File: config.mk
export PLATFORM = sky130hd
export DESIGN_NAME = pwr_seq
export DESIGN_NICKNAME = d
export VERILOG_FILES = /design/src/inc/pwr_seq_pkg.sv /design/src/rtl/pwr_seq.sv
export VERILOG_INCLUDE_DIRS = /design/src /design/src/inc
export SDC_FILE = /design/constraint.sdc
export NUM_CORES = 1
export LEC_CHECK = 0
export BUFFER_PORTS_ARGS = -buffer_cell sky130_fd_sc_hd__buf_2
export CAP_MARGIN = 20
export CORE_MARGIN = 3
export CORE_UTILIZATION = 45
export CTS_CLUSTER_SIZE = 20
export DETAILED_ROUTE_END_ITERATION = 16
export GPL_ROUTABILITY_DRIVEN = 0
export PLACE_DENSITY = 0.74
export SYNTH_ARGS = -nofsm -noshare
export SYNTH_HDL_FRONTEND = slang
export SYNTH_SLANG_ARGS = --single-unit
File: constraint.sdc
create_clock -name ref_clk -period 3.5 [get_ports ref_clk]
set_input_delay 0.35 -clock ref_clk [delete_from_list [all_inputs] [get_ports ref_clk]]
set_output_delay 0.35 -clock ref_clk [all_outputs]
set_load 0.005 [all_outputs]
File: src/inc/pwr_seq_defines.svh
`ifndef PWR_SEQ_DEFINES_SVH
`define PWR_SEQ_DEFINES_SVH

// Register byte offsets
`define A_CTRL 5'h00
`define A_STAT 5'h04
`define A_WAKE_EN 5'h08
`define A_WHEEL 5'h0c
`define A_VSEL 5'h10
`define A_ISTS 5'h14
`define A_IMASK 5'h18
`define A_REFRESH 5'h1c

// Event bit positions in status and mask; the first NUM_WAKE also in wake enable
`define EV_PIN 0
`define EV_PERIPH 1
`define EV_SUPV 2
`define EV_WHEEL 3
`define EV_RESET 4
`define EV_REFRESH 5
`define NUM_WAKE 4
`define NUM_EV 6

// Timing
`define CLK_KHZ 100000
`define BOOST_KHZ 400
`define BOOST_DIV (`CLK_KHZ / `BOOST_KHZ)
`define RESUME_MAX_US 100
`define RESUME_MAX_CYC (`RESUME_MAX_US * `CLK_KHZ / 1000)
`define RESUME_CYC 16'h0010
`define BOOT_CYC 16'h0010
`define SETTLE_CYC 16'h0004
`define REFRESH_CYC 16'h0008

// Reset values and limits
`define WHEEL_RST 16'h03e8
`define REFRESH_RST 16'h2710
`define VSEL_MAX 6'h20
`define VSEL_RST 6'h0f

`endif

File: src/inc/pwr_seq_pkg.sv
package pwr_seq_pkg;

   typedef enum logic [1:0] {
      MODE_ACTIVE = 2'b00,
      MODE_ALT = 2'b01,
      MODE_SLEEP = 2'b10,
      MODE_HIB = 2'b11
   } chip_mode_t;

   typedef enum logic [2:0] {
      ST_BOOT = 3'b000,
      ST_ACT = 3'b001,
      ST_ENTER = 3'b010,
      ST_SLEEP = 3'b011,
      ST_HIB = 3'b100,
      ST_REFRESH = 3'b101,
      ST_WAKE = 3'b110
   } seq_state_t;

   // Control register, bits 3:0
   typedef struct packed {
      logic cpu_en;
      logic boost_sby;
      chip_mode_t mode;
   } ctrl_t;

   // Avalon-MM request from the master
   typedef struct packed {
      logic [4:0] address;
      logic read;
      logic write;
      logic [31:0] writedata;
      logic [3:0] byteenable;
   } avm_req_t;

endpackage

File: src/rtl/pwr_seq.sv
// What this block does
// - Hibernate disables nearly all functions, keeps configuration and memory intact.
// - In hibernate digital outputs hold level; pin interrupt setup unchanged.
// - Only an external pin interrupt ends hibernate.
// - Return from hibernate completes in under 100 us.
// - Every wake event returns the chip to the main active mode.
// - Peripheral, supervisor, wheel timer and pin interrupts wake, each enabled.
// - Periodic wheel timer raises repeating interrupts that can wake the chip.
// - Reset pin, watchdog expiry and precise low-voltage reset are wake events.
// - Boost voltage code steps 100 mV from 1.8 V to 5.0 V.
// - Boost switches at 400 kHz from its own divider, not the clock tree.
// - Boost has only two modes: active and standby.
// - Chip active or alternate active forces boost active.
// - Sleep with boost standby wakes periodically for a boost refresh.
// - Hibernate may keep boost active; standby is never used there.
// - Fast startup option off runs startup at 12 MHz, else 48 MHz.
// - After boot the chip mode is main active.
// - Any wake other than a boost refresh re-enables the processor regardless of its template bit.
`include "pwr_seq_defines.svh"

module pwr_seq
   import pwr_seq_pkg::*;
(
   input wire logic ref_clk,
   input wire logic reset,
   input wire logic [4:0] address,
   input wire logic read,
   input wire logic write,
   input wire logic [31:0] writedata,
   input wire logic [3:0] byteenable,
   output logic [31:0] readdata,
   output logic waitrequest,
   input wire logic pin_irq,
   input wire logic periph_irq,
   input wire logic supervisor_irq,
   input wire logic external_reset_pin_n,
   input wire logic watchdog_expiry,
   input wire logic precise_low_voltage_reset,
   input wire logic fast_startup_strap,
   output chip_mode_t chip_mode,
   output logic cpu_en,
   output logic io_hold,
   output logic func_off,
   output logic boost_standby,
   output logic boost_tick,
   output logic [5:0] boost_vsel,
   output logic clk_48m_sel,
   output logic wheel_irq,
   output logic irq
);

   typedef struct packed {
      seq_state_t fsm;
      logic [15:0] cnt;
      logic [15:0] wheel_cnt;
      logic [15:0] ref_cnt;
      logic [7:0] bdiv;
      ctrl_t ctrl;
      logic hib_target;
      logic [`NUM_WAKE-1:0] wake_en;
      logic [15:0] wheel_per;
      logic [15:0] ref_per;
      logic [5:0] vsel;
      logic [`NUM_EV-1:0] ists;
      logic [`NUM_EV-1:0] imask;
      chip_mode_t mode;
      logic boost_sby;
      logic cpu_en;
      logic hold;
      logic startup_fast;
      logic fast_clk;
      logic boost_tick;
      logic wheel_irq;
      logic irq;
      logic wait_r;
      logic [31:0] rdata;
   } st_t;

   st_t s_r;
   st_t s_nxt;

   avm_req_t req;
   assign req = '{address, read, write, writedata, byteenable};

   // Byte-lane merge of a write into an old register value
   function automatic logic [31:0] merge(input logic [31:0] old,
                                         input logic [31:0] wd,
                                         input logic [3:0] be);
      logic [31:0] m;
      m = old;
      for (int i = 0; i < 4; i++)
      begin
         if (be[i])
            m[i*8 +: 8] = wd[i*8 +: 8];
      end
      return m;
   endfunction

   logic [`NUM_EV-1:0] ev;
   logic rst_ev;
   logic wake_req;
   logic acc;
   logic wr_acc;
   logic [`NUM_EV-1:0] w1c;
   logic [31:0] mv;

   // Next-state logic for the whole block
   always_comb
   begin
      s_nxt = s_r;
      ev = '0;
      mv = 32'h0000_0000;
      s_nxt.boost_tick = 1'b0;
      s_nxt.wheel_irq = 1'b0;

      // Boost switching enable, from its own divider only
      if (s_r.bdiv == 8'(`BOOST_DIV - 1))
      begin
         s_nxt.bdiv = 8'h00;
         s_nxt.boost_tick = 1'b1;
      end
      else
         s_nxt.bdiv = s_r.bdiv + 8'h01;

      // Wheel timer; stopped in hibernate as no clocks run there
      if (s_r.fsm != ST_HIB)
      begin
         if (s_r.wheel_cnt >= s_r.wheel_per)
         begin
            s_nxt.wheel_cnt = 16'h0000;
            s_nxt.wheel_irq = 1'b1;
            ev[`EV_WHEEL] = 1'b1;
         end
         else
            s_nxt.wheel_cnt = s_r.wheel_cnt + 16'h0001;
      end

      // Wake sources
      ev[`EV_PIN] = pin_irq;
      ev[`EV_PERIPH] = periph_irq;
      ev[`EV_SUPV] = supervisor_irq;
      rst_ev = !external_reset_pin_n || watchdog_expiry
               || precise_low_voltage_reset;
      ev[`EV_RESET] = rst_ev;
      wake_req = (|(ev[`NUM_WAKE-1:0] & s_r.wake_en)) || rst_ev;

      // Sequencer
      case (s_r.fsm)
         ST_BOOT:
         begin
            s_nxt.mode = MODE_ACTIVE;
            s_nxt.fast_clk = s_r.startup_fast;
            s_nxt.cnt = s_r.cnt + 16'h0001;
            if (s_r.cnt >= `BOOT_CYC)
            begin
               s_nxt.fsm = ST_ACT;
               s_nxt.mode = MODE_ACTIVE;
               s_nxt.fast_clk = 1'b1;
               s_nxt.cnt = 16'h0000;
            end
         end
         ST_ACT:
         begin
            s_nxt.boost_sby = 1'b0;
            s_nxt.cpu_en = s_r.ctrl.cpu_en;
            s_nxt.cnt = 16'h0000;
            if (s_r.ctrl.mode == MODE_SLEEP || s_r.ctrl.mode == MODE_HIB)
            begin
               // Boost stays active until the chip has really left active mode
               s_nxt.fsm = ST_ENTER;
               s_nxt.hib_target = (s_r.ctrl.mode == MODE_HIB);
            end
            else
               s_nxt.mode = s_r.ctrl.mode;
         end
         ST_ENTER:
         begin
            s_nxt.cnt = s_r.cnt + 16'h0001;
            if (wake_req && !s_r.hib_target)
            begin
               s_nxt.fsm = ST_WAKE;
               s_nxt.boost_sby = 1'b0;
               s_nxt.cnt = 16'h0000;
            end
            else if (s_r.cnt >= `SETTLE_CYC)
            begin
               s_nxt.cnt = 16'h0000;
               s_nxt.cpu_en = 1'b0;
               s_nxt.ref_cnt = 16'h0000;
               s_nxt.ctrl.mode = MODE_ACTIVE;
               if (s_r.hib_target)
               begin
                  s_nxt.fsm = ST_HIB;
                  s_nxt.mode = MODE_HIB;
                  s_nxt.hold = 1'b1;
                  s_nxt.boost_sby = 1'b0;
               end
               else
               begin
                  s_nxt.fsm = ST_SLEEP;
                  s_nxt.mode = MODE_SLEEP;
                  s_nxt.boost_sby = s_r.ctrl.boost_sby;
               end
            end
         end
         ST_SLEEP:
         begin
            if (wake_req)
            begin
               s_nxt.fsm = ST_WAKE;
               s_nxt.boost_sby = 1'b0;
               s_nxt.cnt = 16'h0000;
            end
            else if (s_r.boost_sby)
            begin
               s_nxt.ref_cnt = s_r.ref_cnt + 16'h0001;
               if (s_r.ref_cnt >= s_r.ref_per)
               begin
                  s_nxt.fsm = ST_REFRESH;
                  s_nxt.boost_sby = 1'b0;
                  s_nxt.ref_cnt = 16'h0000;
                  s_nxt.cnt = 16'h0000;
                  ev[`EV_REFRESH] = 1'b1;
               end
            end
         end
         ST_REFRESH:
         begin
            // Brief active wake with the processor left off
            s_nxt.mode = MODE_ACTIVE;
            s_nxt.cnt = s_r.cnt + 16'h0001;
            if (wake_req)
            begin
               s_nxt.fsm = ST_WAKE;
               s_nxt.cnt = 16'h0000;
            end
            else if (s_r.cnt >= `REFRESH_CYC)
            begin
               s_nxt.fsm = ST_SLEEP;
               s_nxt.mode = MODE_SLEEP;
               s_nxt.boost_sby = 1'b1;
               s_nxt.cnt = 16'h0000;
            end
         end
         ST_HIB:
         begin
            // Internal sources and resets are ignored here
            if (pin_irq)
            begin
               s_nxt.fsm = ST_WAKE;
               s_nxt.cnt = 16'h0000;
            end
         end
         ST_WAKE:
         begin
            s_nxt.boost_sby = 1'b0;
            s_nxt.cnt = s_r.cnt + 16'h0001;
            if (s_r.cnt >= `RESUME_CYC)
            begin
               s_nxt.fsm = ST_ACT;
               s_nxt.mode = MODE_ACTIVE;
               s_nxt.cpu_en = 1'b1;
               s_nxt.ctrl.cpu_en = 1'b1;
               s_nxt.hold = 1'b0;
               s_nxt.cnt = 16'h0000;
            end
         end
         default:
         begin
            s_nxt.fsm = ST_ACT;
            s_nxt.mode = MODE_ACTIVE;
         end
      endcase

      // Bus slave: one wait cycle; reads captured on taking, writes land on completion
      acc = (req.read || req.write) && s_r.wait_r;
      wr_acc = req.write && !s_r.wait_r && (s_r.fsm != ST_HIB);
      s_nxt.wait_r = !acc;
      w1c = '0;
      if (acc && req.read)
      begin
         case (req.address)
            `A_CTRL: s_nxt.rdata = {28'h0, s_r.ctrl};
            `A_STAT: s_nxt.rdata = {23'h0, s_r.fsm, s_r.fast_clk, s_r.hold,
                                     s_r.cpu_en, s_r.boost_sby, s_r.mode};
            `A_WAKE_EN: s_nxt.rdata = {28'h0, s_r.wake_en};
            `A_WHEEL: s_nxt.rdata = {16'h0, s_r.wheel_per};
            `A_VSEL: s_nxt.rdata = {26'h0, s_r.vsel};
            `A_ISTS: s_nxt.rdata = {26'h0, s_r.ists};
            `A_IMASK: s_nxt.rdata = {26'h0, s_r.imask};
            `A_REFRESH: s_nxt.rdata = {16'h0, s_r.ref_per};
            default: s_nxt.rdata = 32'h0000_0000;
         endcase
      end
      if (wr_acc)
      begin
         case (req.address)
            `A_CTRL:
            begin
               mv = merge({28'h0, s_r.ctrl}, req.writedata, req.byteenable);
               s_nxt.ctrl = ctrl_t'(mv[3:0]);
            end
            `A_WAKE_EN:
            begin
               mv = merge({28'h0, s_r.wake_en}, req.writedata, req.byteenable);
               s_nxt.wake_en = mv[`NUM_WAKE-1:0];
            end
            `A_WHEEL:
            begin
               mv = merge({16'h0, s_r.wheel_per}, req.writedata, req.byteenable);
               s_nxt.wheel_per = mv[15:0];
            end
            `A_VSEL:
            begin
               mv = merge({26'h0, s_r.vsel}, req.writedata, req.byteenable);
               // Codes past the top step clamp to 5.0 V
               if (mv[5:0] > `VSEL_MAX)
                  s_nxt.vsel = `VSEL_MAX;
               else
                  s_nxt.vsel = mv[5:0];
            end
            `A_ISTS:
            begin
               if (req.byteenable[0])
                  w1c = req.writedata[`NUM_EV-1:0];
            end
            `A_IMASK:
            begin
               mv = merge({26'h0, s_r.imask}, req.writedata, req.byteenable);
               s_nxt.imask = mv[`NUM_EV-1:0];
            end
            `A_REFRESH:
            begin
               mv = merge({16'h0, s_r.ref_per}, req.writedata, req.byteenable);
               s_nxt.ref_per = mv[15:0];
            end
            default: ;
         endcase
      end

      // Sticky status; a new event wins over a clear in the same cycle
      for (int i = 0; i < `NUM_EV; i++)
      begin
         s_nxt.ists[i] = ev[i] || (s_r.ists[i] && !w1c[i]);
      end
      s_nxt.irq = |(s_nxt.ists & s_nxt.imask);

      // Synchronous reset; strap is caught while reset is held
      if (reset)
      begin
         s_nxt = '0;
         s_nxt.fsm = ST_BOOT;
         s_nxt.mode = MODE_ACTIVE;
         s_nxt.ctrl.mode = MODE_ACTIVE;
         s_nxt.ctrl.cpu_en = 1'b1;
         s_nxt.cpu_en = 1'b1;
         s_nxt.wheel_per = `WHEEL_RST;
         s_nxt.ref_per = `REFRESH_RST;
         s_nxt.vsel = `VSEL_RST;
         s_nxt.wait_r = 1'b1;
         s_nxt.startup_fast = fast_startup_strap;
      end
   end

   // State register
   always_ff @(posedge ref_clk)
   begin
      s_r <= s_nxt;
   end

   // Outputs straight from the state register
   assign readdata = s_r.rdata;
   assign waitrequest = s_r.wait_r;
   assign chip_mode = s_r.mode;
   assign cpu_en = s_r.cpu_en;
   assign io_hold = s_r.hold;
   assign func_off = s_r.hold;
   assign boost_standby = s_r.boost_sby;
   assign boost_tick = s_r.boost_tick;
   assign boost_vsel = s_r.vsel;
   assign clk_48m_sel = s_r.fast_clk;
   assign wheel_irq = s_r.wheel_irq;
   assign irq = s_r.irq;

endmodule

# Word-level counts from Yosys, hierarchy flattened
# Cells that the tools add are included.
# W data, S select, Z words.
# totals
regBits	161
inputBits	52
output_inout_bits	49
word_cells	200
# classes
n_addsub	4
n_lt_le_gt_ge	6
n_eq_ne	34
n_mux	65
n_bitwise	3
reduce_logical	60
# ops
operator	count
$mux W19	9
$pmux W16 S8	1
$mux W16	6
$pmux W16 S6	1
$mux W6	10
$add A16 B1 Y16 const B	3
$ge A16 B16 Y1	2
$pmux W16 S2	1
$ne A2 B2 Y1 const B	11
$eq A5 B5 Y1 const B	4
$mux W2	9
$ne A3 B3 Y1 const B	6
$pmux W3 S6	1
$reduce_and A3 Y1	6
$ge A16 B3 Y1 const B	1
$ge A16 B4 Y1 const B	1
$ge A16 B5 Y1 const B	1
$mux W1	15
$reduce_and A5 Y1	3
$mux W3	4
$mux W4	3
$reduce_and A4 Y1	3
$logic_and A1 B1 Y1	11
$logic_or A1 B1 Y1	11
other kinds (30)	49

# Logic depth before layout (Yosys ltp)
# Gate-level depths: netlist of the first run.
# depth
depth_word	11
depth_mapped	12
depth_no_buf	10

# Least setup slack after synthesis of the first run
# Ideal clock, no wire load.
# synth_timing
kind	reg2reg
from	register s_r[126] in the netlist's numbering
to	register s_r[123] in the netlist's numbering
setup_ns	0.125
arrival_ns	2.524
required_ns	3.375
slack_ns	0.850
stages_incl_launch_ff	13
cell_sequence	dfxtp_1 > inv_1 > ha_1 > nand2b_1 > a2111o_1 > a32oi_2 > a21o_2 > o2bb2ai_4 > nand2_4 > buf_6 > buf_2 > o31ai_1 > a21oi_1
# synth_between
elab_chain_cells	9
word_cells_on_any_way	10
cone_classes	order compare: 1; eq/ne: 2; mux: 2; bitwise: 1; reduce/logical: 4
# synth_rtl
item	line_no	text
start, declared	pwr_seq.sv:79	st_t s_r;
start signal, assigned	pwr_seq.sv:368	s_r <= s_nxt;
$ge A16 B16 Y1 *	pwr_seq.sv:128	if (s_r.wheel_cnt >= s_r.wheel_per)
$mux W1 *	pwr_seq.sv:128	
$mux W1 *	n/a	
$and A4 B4 Y4 *	pwr_seq.sv:145	wake_req = (|(ev[`NUM_WAKE-1:0] & s_r.wake_en)) || rst_ev;
$reduce_or A4 Y1 *	pwr_seq.sv:145	
$logic_or A1 B1 Y1 *	pwr_seq.sv:145	
$logic_and A1 B1 Y1	pwr_seq.sv:179	if (wake_req && !s_r.hib_target)
$ne A2 B2 Y1 (no line)	n/a	
$reduce_and A5 Y1 (no line) *	n/a	
# Mark *: on every way between the ends. The rest lies on a longest branch, timed or not.
# A chain may end at the register's enable or synchronous reset.

# Final worst setup path of the first run
# layout_timing
from	register s_r[92] in the netlist's numbering
to	register s_r[158] in the netlist's numbering
# layout_between
elab_chain_cells	9
word_cells_on_any_way	16
cone_classes	order compare: 1; eq/ne: 4; mux: 6; bitwise: 1; reduce/logical: 4
# layout_rtl
item	line_no
$ge A16 B16 Y1 *	pwr_seq.sv:128
$mux W1 *	pwr_seq.sv:128
$mux W1 *	n/a
$and A4 B4 Y4 *	pwr_seq.sv:145
$reduce_or A4 Y1 *	pwr_seq.sv:145
$logic_or A1 B1 Y1 *	pwr_seq.sv:145
$logic_and A1 B1 Y1	pwr_seq.sv:179
$ne A3 B3 Y1 (no line) / $mux W19 (equally long branches)	n/a
$reduce_and A7 Y1 (no line) / $pmux W3 S6 (equally long branches)	n/a
# Marks and branches as above.

==> flow_metrics.env, run 1 <==
export IMPL_synth_main_ff_cell="dfxtp_1"
export IMPL_p_leak_uw=0.00331
export IMPL_crit_reg2reg_capture="s_r[158]"
export IMPL_grt_pass1_vias=6242
export IMPL_dp_hpwl_um=13600
export IMPL_synth_seq_cells=145
export IMPL_overflow=0
export IMPL_yosysTopAreaCell="dfxtp_1"
export IMPL_synth_edf_count=1
export IMPL_core_area_mm2=0.0162
export IMPL_syn_to_final_growth_pct=11.1
export IMPL_setup_viol=0
export IMPL_first_pass_iters=6
export IMPL_initial_core_util_pct=47.1
export IMPL_synthDistinctLibCells=70
export IMPL_ys_warnings_count=0
export IMPL_drv_slew=0
export IMPL_rows=46
export IMPL_max_clock_path_buffers=2
export IMPL_cts_tree="done"
export IMPL_total_power_uw=3940
export IMPL_cts_resized=0
export IMPL_die_height_um=136
export IMPL_rsz0062_at_grt="no"
export IMPL_relSlewSlack_pct=38.6
export IMPL_drive_gt1_share_pct=12.8
export IMPL_max_freq_ghz=0.323
export IMPL_critPathMaxStageDelay_ns=0.43
export IMPL_yosysSeqAreaShare_pct=38.1
export IMPL_worst_slew_pin_slew_ns=0.914
export IMPL_syn_inst=928
export IMPL_hold_buffers=0
export IMPL_hold_viol_final=0
export IMPL_crit_end="s_r[158]"
export IMPL_ff2ff_path_depth=10
export IMPL_final_period_utilization_pct=88.5
export IMPL_tns_ns=0
export IMPL_fin_area_mm2=0.00848
export IMPL_max_vdd_ir_drop_mv=0.358
export IMPL_grt_max_degree=73
export IMPL_r2r_slack_ns=0.40
export IMPL_r2r_start="s_r[92]"
export IMPL_antenna_found_initial=0
export IMPL_nets=1045
export IMPL_drt_iter0_drc=619
export IMPL_syn_avg_cell_area_um2=8.23
export IMPL_clk_transition_reported_paths_ns=0.07
export IMPL_powerDensity_mw_per_mm2=465
export IMPL_period_minus_slack_ns=3.10
export IMPL_portBuffers=66
export IMPL_netlist_area_mm2=0.00764
export IMPL_startpoint="s_r[92]"
export IMPL_io_pins=101
export IMPL_cp_cell_sequence="inv_1 -> ha_1 -> nand4_1 -> nor4_1 -> a32oi_2 -> a211oi_1 -> o21ai_1 -> a211oi_2 -> o211ai_1 -> a32o_1"
export IMPL_nFillCells=1495
export IMPL_die_area_mm2=0.0186
export IMPL_end_kind="flop"
export IMPL_vias=6765
export IMPL_status="finished, final reports clean"
export IMPL_cts_setup_buffers=0
export IMPL_worstPathMaxFanout=5
export IMPL_critPathLaunchType="flop"
export IMPL_drtAntennaViolNets=0
export IMPL_critical_path_required_ns=3.83
export IMPL_skew_ns=0.00965
export IMPL_diodes=0
export IMPL_cts_root_buf="clkbuf_16"
export IMPL_met1Wirelength_um=8770
export IMPL_grt_pass1_wl_um=31500
export IMPL_crit_arrival_ns=3.42
export IMPL_synth_area_leaders="dfxtp_1 (38%), ha_1 (6.2%), nor2_1 (6.1%)"
export IMPL_highest_layer="met4"
export IMPL_htreeDepth=4
export IMPL_hp_class="input pin to flop"
export IMPL_clkSinkCount=145
export IMPL_remaining_drc_errors=0
export IMPL_placed_area_mm2=0.00791
export IMPL_critical_path_class="flop to flop"
export IMPL_wl_met3_um=1260
export IMPL_synthArstFlopShare_pct=0
export IMPL_routed_wl_um=19200
export IMPL_met2_length_um=8780
export IMPL_yosysTopAreaCellShare_pct=37.7
export IMPL_grt_use_total_pct=21.3
export IMPL_clkLatencyLatePin_ns=0.43
export IMPL_slowest_stage="a211oi_2"
export IMPL_die_w_um=136
export IMPL_vias_per_cell=5.71
export IMPL_avgRoutedWirePerCell_um=16.2
export IMPL_cts_buffers_inserted=17
export IMPL_drv_cap=0
-- where the power goes --
part           total (uW)  switching [uW]  internal, uW
clock network        1780             777           998
logic                 408             261           147
registers            1760            66.7          1690
-- registers in the layout, summed over array words and instances (netlist names) --
name	flops
irq	1
chip_mode	2
readdata	16
func_off	1
clk_48m_sel	1
boost_standby	1
waitrequest	1
boost_tick	1
s_r	113
boost_vsel	6
wheel_irq	1
cpu_en	1
-- critical path: cells and delay by family, from the launching register on --
kind                       cells  cell delay (ns)
and+or+nand+nor                2             0.52
buffers and inverters          1             0.07
adders and majority gates      1             0.32
DFF                            1             0.39
AOI/OAI and AO/OA              6             1.68
-- cell usage in the layout (no fill, tap or decap), drive strengths merged, types with 7 or more instances in the layout --
cell type  netlist  routed
o21ai           29      29
or3             13      13
ha              38      38
xnor2           10      10
nand2           78      78
o31ai           10      10
or4              8       8
nand4           19      19
nor4             8       8
clkbuf          38      17
buf             50      81
xor2            15      15
a22oi           28      28
dfxtp          144     144
nand3           35      35
inv             43      50
and3            21      21
nor2           125     125
o211ai          17      17
a31oi           12      12
mux2i           30      30
nor3             7       7
a21oi           79      79
conb             1      16
-- synthesized netlist by cell type, types with 3 or more instances --
| cell | count |
|---|---|
| a211oi_1 | 4 |
| a21o_1 | 3 |
| a21oi_1 | 78 |
| a221o_1 | 4 |
| a221oi_1 | 4 |
| a22o_1 | 6 |
| a22oi_1 | 28 |
| a31oi_1 | 12 |
| and3_1 | 21 |
| buf_2 | 7 |
| buf_4 | 41 |
| clkbuf_1 | 38 |
| dfxtp_1 | 144 |
| ha_1 | 38 |
| inv_1 | 43 |
| mux2i_1 | 30 |
| nand2_1 | 77 |
| nand2b_1 | 6 |
| nand3_1 | 34 |
| nand4_1 | 19 |
| nor2_1 | 124 |
| nor3_1 | 7 |
| nor4_1 | 7 |
| o211ai_1 | 17 |
| o21ai_0 | 14 |
| o21ai_1 | 14 |
| o22ai_1 | 5 |
| o31ai_1 | 10 |
| or3_1 | 13 |
| or4_1 | 8 |
| xnor2_1 | 10 |
| xor2_1 | 15 |
-- cell families (layout without fill, tap and decap cells) --
family / Yosys count / after routing / share of synthesized area [%]
AO/OA/AOI/OAI: 222 / 222 / 19.2
XOR/XNOR: 25 / 25 / 2.87
adder cells (fa/ha/maj): 38 / 38 / 6.23
buffers and inverters: 133 / 158 / 8.76
flip-flops: 145 / 145 / 38.1
multiplexers: 30 / 30 / 3.93
other: 1 / 16 / 0.0491
AND/OR/NAND/NOR: 334 / 334 / 20.8
-- metrics by stage --
step	cells	hold WS, ns	util (%)	setup slack [ns]
2_1_floorplan	943	0.422	-	0.850
3_3_place_gp	1152	0.435	48.7	0.513
3_5_place_dp	1152	0.427	48.7	0.473
4_1_cts	1184	0.0817	52.3	0.453
5_1_grt	1184	0.0837	52.3	0.172
6_report	1184	0.102	52.3	0.403
-- worst min path at each step --
| stage | startpoint | endpoint | slack, ns | cells after the start |
|---|---|---|---|---|
| 3_3_place_gp | waitrequest | waitrequest | 0.44 | 1 |
| 5_1_grt | fast_startup_strap | s_r[37] | 0.08 | 1 |
| 6_report | fast_startup_strap | s_r[37] | 0.10 | 1 |
| 3_5_place_dp | waitrequest | waitrequest | 0.43 | 1 |
| 4_1_cts | fast_startup_strap | s_r[37] | 0.08 | 1 |
| 2_1_floorplan | waitrequest | waitrequest | 0.42 | 1 |
-- layer usage --
layer	global-route usage (%)	vias to the layer above
li1	-	3323
met1	28.6	3129
met2	33.2	274
met3	4.07	39
met4	9.35	0
met5	0	-
-- final cells by class --
type	instances	area [um^2]	area share, %
well taps	216	270	3.19
clock inverters	15	150	1.77
flip-flops and latches	145	2910	34.3
multi-input cells	665	4110	48.5
clock buffers	17	425	5.02
inverters	45	169	1.99
repair buffers	81	443	5.22
(Power assumes the default switching activity.)
==> run 2: changes to the inputs <==
--- a/config.mk
+++ b/config.mk
@@ -13,7 +13,6 @@
 export CTS_CLUSTER_SIZE = 20
 export DETAILED_ROUTE_END_ITERATION = 16
 export GPL_ROUTABILITY_DRIVEN = 0
-export PLACE_DENSITY = 0.74
 export SYNTH_ARGS = -nofsm -noshare
 export SYNTH_HDL_FRONTEND = slang
 export SYNTH_SLANG_ARGS = --single-unit
==> flow_metrics.env, run 2 (synthesis gave the netlist of run 1 again) <==
export IMPL_die_height_um=136
export IMPL_pre_cts_slack_ns=0.349
export IMPL_status="finished, final reports clean"
export IMPL_met1Wirelength_um=9690
export IMPL_grt_pass1_vias=6162
export IMPL_setup_viol=0
export IMPL_clkLatencyLatePin_ns=0.43
export IMPL_cts_setup_buffers=0
export IMPL_nFillCells=1578
export IMPL_die_area_mm2=0.0186
export IMPL_skew_ns=0.00542
export IMPL_syn_to_final_growth_pct=11.6
export IMPL_end_kind="flop"
export IMPL_cts_root_buf="clkbuf_16"
export IMPL_crit_end="s_r[156]"
export IMPL_wl_met3_um=956
export IMPL_cts_buffers_inserted=17
export IMPL_crit_family="compound AO/OA/AOI/OAI gates"
export IMPL_nets=1046
export IMPL_ff2ff_path_depth=11
export IMPL_hold_viol_final=0
export IMPL_cp_buffers_inverters=2
export IMPL_avgRoutedWirePerCell_um=16.9
export IMPL_hold_buffers=0
export IMPL_first_pass_iters=5
export IMPL_critPathMaxStageDelay_ns=0.50
export IMPL_grt_pass1_wl_um=32300
export IMPL_critPathLaunchType="flop"
export IMPL_clkSinkCount=145
export IMPL_critical_path_class="flop to flop"
export IMPL_max_clock_path_buffers=2
export IMPL_top_register="s_r"
export IMPL_drt_iter0_drc=565
export IMPL_dp_hpwl_um=14500
export IMPL_timing_hold_ws_ns=0.0955
export IMPL_r2r_start="s_r[64]"
export IMPL_powerDensity_mw_per_mm2=474
export IMPL_r2r_slack_ns=0.38
export IMPL_worst_slack_ns=0.383
export IMPL_max_freq_ghz=0.321
export IMPL_max_vdd_ir_drop_mv=0.347
export IMPL_die_w_um=136
export IMPL_grt_use_total_pct=22.1
export IMPL_crit_reg2reg_capture="s_r[156]"
export IMPL_tns_ns=0
export IMPL_highest_layer="met4"
export IMPL_total_power_uw=4040
export IMPL_initial_core_util_pct=47.1
export IMPL_worst_slew_pin_slew_ns=0.913
export IMPL_drv_slew=0
export IMPL_worst_path_most_repeated_cell="a21oi_1"
export IMPL_slowest_stage="o41ai_1"
export IMPL_portBuffers=66
export IMPL_largest_reg_flops=113
export IMPL_antenna_found_initial=0
export IMPL_worstPathMaxFanout=7
export IMPL_hp_class="input pin to flop"
export IMPL_critical_path_required_ns=3.85
export IMPL_final_period_utilization_pct=89.0
export IMPL_startpoint="s_r[64]"
export IMPL_drtAntennaViolNets=0
export IMPL_relSlewSlack_pct=38.6
export IMPL_rsz0062_at_grt="no"
export IMPL_final_common_cell="dfxtp_1"
export IMPL_diodes=0
export IMPL_vias=6613
export IMPL_rows=46
export IMPL_overflow=0
export IMPL_cp_depth=11
export IMPL_routed_wl_um=20000
export IMPL_drive_gt1_share_pct=12.8
export IMPL_cts_resized=0
export IMPL_p_leak_uw=0.00335
export IMPL_grt_max_degree=73
export IMPL_cp_cell_sequence="inv_1 -> ha_1 -> o211ai_1 -> a21oi_1 -> nor4_1 -> o41ai_1 -> a31oi_1 -> a21o_1 -> buf_4 -> or4_1 -> a21oi_1"
export IMPL_met2_length_um=9020
export IMPL_period_minus_slack_ns=3.12
export IMPL_vias_per_cell=5.58
export IMPL_core_area_mm2=0.0162
export IMPL_cts_tree="done"
export IMPL_final_cell_mix="dfxtp_1 (144), nor2_1 (124), a21oi_1 (78), nand2_1 (77), buf_2 (66)"
export IMPL_remaining_drc_errors=0
export IMPL_crit_arrival_ns=3.47
export IMPL_htreeDepth=4
export IMPL_drv_cap=0
export IMPL_io_pins=101
export IMPL_clk_transition_reported_paths_ns=0.06
## run 2: power breakdown
group	switching [uW]	internal (uW)	leakage (uW)
sequential	67.3	1690	0.00117
combinational	263	143	0.00187
clock	704	1170	0.000300
## run 2: worst min path at each step
stage	from	end	slack, ns	depth (start not counted)
5_1_grt	fast_startup_strap	s_r[37]	0.09	1
6_report	fast_startup_strap	s_r[37]	0.1	1
2_1_floorplan	waitrequest	waitrequest	0.42	1
3_3_place_gp	waitrequest	waitrequest	0.42	1
4_1_cts	fast_startup_strap	s_r[37]	0.08	1
3_5_place_dp	waitrequest	waitrequest	0.43	1
## run 2: stage by stage
| stage | instances | cell area (um^2) | utilization [%] |
|---|---|---|---|
| floorplan | 943 | 7690 | - |
| global placement | 1153 | 7910 | 48.8 |
| finish | 1185 | 8520 | 52.5 |
| global route | 1185 | 8520 | 52.5 |
| detailed placement | 1153 | 7910 | 48.8 |
| CTS | 1185 | 8520 | 52.5 |
## run 2: final cells by class
class	count	area (um^2)	area share, %
repair buffers	82	450	5.28
clock buffers	22	474	5.56
well taps	216	270	3.17
clock inverters	10	131	1.54
inverters	45	169	1.98
flip-flops and latches	145	2910	34.2
multi-input cells	665	4120	48.3
## run 2: routing by layer
metal	vias up	global-route usage (%)
met5	-	0
met4	0	6.38
met3	32	4.66
met2	178	34.5
met1	3079	30.8
li1	3324	-
## run 2: worst reg2reg max path: cells and delay by family (launching register included)
family                   cells  cell delay [ns]
adder cells (fa/ha/maj)      1             0.30
AO/OA/AOI/OAI                6             1.53
AND/OR/NAND/NOR              2             0.56
flip-flops                   1             0.39
buffers and inverters        2             0.25
==> run 3: changes to the inputs <==
--- a/config.mk
+++ b/config.mk
@@ -13,6 +13,7 @@
 export CTS_CLUSTER_SIZE = 20
 export DETAILED_ROUTE_END_ITERATION = 16
 export GPL_ROUTABILITY_DRIVEN = 0
+export PLACE_DENSITY_LB_ADDON = 0.3
 export SYNTH_ARGS = -nofsm -noshare
 export SYNTH_HDL_FRONTEND = slang
 export SYNTH_SLANG_ARGS = --single-unit
==> flow_metrics.env, run 3 (synthesis gave the netlist of run 1 again) <==
export IMPL_status="finished, final reports clean"
export IMPL_worst_slew_pin_slew_ns=0.939
export IMPL_rows=46
export IMPL_setup_viol=0
export IMPL_first_pass_iters=5
export IMPL_p_leak_uw=0.00333
export IMPL_cts_setup_buffers=0
export IMPL_end_kind="flop"
export IMPL_drt_iter0_drc=751
export IMPL_skew_ns=0.0223
export IMPL_powerDensity_mw_per_mm2=465
export IMPL_drv_slew=0
export IMPL_hold_viol_final=0
export IMPL_clkSinkCount=145
export IMPL_core_area_mm2=0.0162
export IMPL_die_area_mm2=0.0186
export IMPL_drv_cap=0
export IMPL_final_cell_mix="dfxtp_1 (144), nor2_1 (124), a21oi_1 (78), nand2_1 (77), buf_2 (66)"
export IMPL_largest_reg_flops=113
export IMPL_avgRoutedWirePerCell_um=16.6
export IMPL_relSlewSlack_pct=36.9
export IMPL_clkLatencyLatePin_ns=0.44
export IMPL_hp_class="input pin to flop"
export IMPL_cts_tree="done"
export IMPL_critical_path_required_ns=3.78
export IMPL_max_freq_ghz=0.314
export IMPL_portBuffers=66
export IMPL_startpoint="s_r[92]"
export IMPL_io_pins=101
export IMPL_cts_buffers_inserted=17
export IMPL_initial_core_util_pct=47.1
export IMPL_tns_ns=0
export IMPL_crit_arrival_ns=3.47
export IMPL_overflow=0
export IMPL_final_period_utilization_pct=91.1
export IMPL_remaining_drc_errors=0
export IMPL_cts_root_buf="clkbuf_16"
export IMPL_die_w_um=136
export IMPL_routed_wl_um=19700
export IMPL_nets=1047
export IMPL_vias=6787
export IMPL_grt_max_degree=73
export IMPL_period_minus_slack_ns=3.19
export IMPL_worstPathMaxFanout=12
export IMPL_grt_pass1_vias=6105
export IMPL_grt_pass1_wl_um=31800
export IMPL_critical_path_class="flop to flop"
export IMPL_critPathLaunchType="flop"
export IMPL_dp_hpwl_um=14000
export IMPL_drtAntennaViolNets=0
export IMPL_syn_to_final_growth_pct=11.4
export IMPL_cts_resized=0
export IMPL_drive_gt1_share_pct=13.0
export IMPL_r2r_start="s_r[92]"
export IMPL_max_vdd_ir_drop_mv=0.379
export IMPL_rsz0062_at_grt="no"
export IMPL_diodes=0
export IMPL_htreeDepth=4
export IMPL_hold_buffers=0
export IMPL_grt_use_total_pct=21.7
export IMPL_die_height_um=136
export IMPL_antenna_found_initial=0
export IMPL_top_register="s_r"
export IMPL_hp_start="fast_startup_strap"
export IMPL_clk_transition_reported_paths_ns=0.06
export IMPL_vias_per_cell=5.72
export IMPL_max_clock_path_buffers=2
export IMPL_final_common_cell="dfxtp_1"
export IMPL_total_power_uw=3960
==> run 3: final timing paths <==
path / end / depth (start not counted) / slack [ns]
max: s_r[150] / 10 / 0.31
min: s_r[37] / 1 / 0.1
max reg2reg: s_r[150] / 10 / 0.31
min reg2reg: waitrequest / 1 / 0.44
==> run 3: power breakdown <==
part	total (uW)	internal (uW)	switching, uW
combinational	419	147	272
sequential	1750	1690	57.4
clock	1790	1050	744
==> run 3: final cells by class <==
class	count	area, um^2
clock buffer	19	464
clock inverter	13	123
fill	1559	7720
inverter	45	169
multi-input combinational	665	4110
sequential	145	2910
tap	216	270
timing repair buffer	83	458
==> run 3: routing by layer <==
| metal | track usage, % | vias up | wire length [um] |
|---|---|---|---|
| li1 | - | 3318 | - |
| met1 | 30.4 | 3215 | 9180 |
| met2 | 33.3 | 230 | 9020 |
| met3 | 5.22 | 24 | 1290 |
| met4 | 6.22 | 0 | 258 |
| met5 | 0 | - | 0 |
==> run 3: worst max-delay path: stages (launching register included) <==
cell     delay [ns]
dfxtp_1        0.38
inv_1          0.06
ha_1           0.32
nand4_1        0.13
nor4_1         0.41
a32oi_2        0.26
a21oi_4        0.29
nor2_2         0.08
a21o_1         0.28
o21ai_1        0.71
nor2_1         0.12
==> run 3: stage by stage <==
step | instances | utilization [%] | hold slack (ns) | worst slack (ns) | area (um^2)
finish | 1186 | 52.4 | 0.0979 | 0.313 | 8510
global route | 1186 | 52.4 | 0.0762 | 0.00736 | 8510
CTS | 1186 | 52.4 | 0.0815 | 0.249 | 8510
detailed placement | 1154 | 48.8 | 0.426 | 0.270 | 7920
global placement | 1154 | 48.8 | 0.432 | 0.366 | 7920
floorplan | 943 | - | 0.422 | 0.850 | 7690
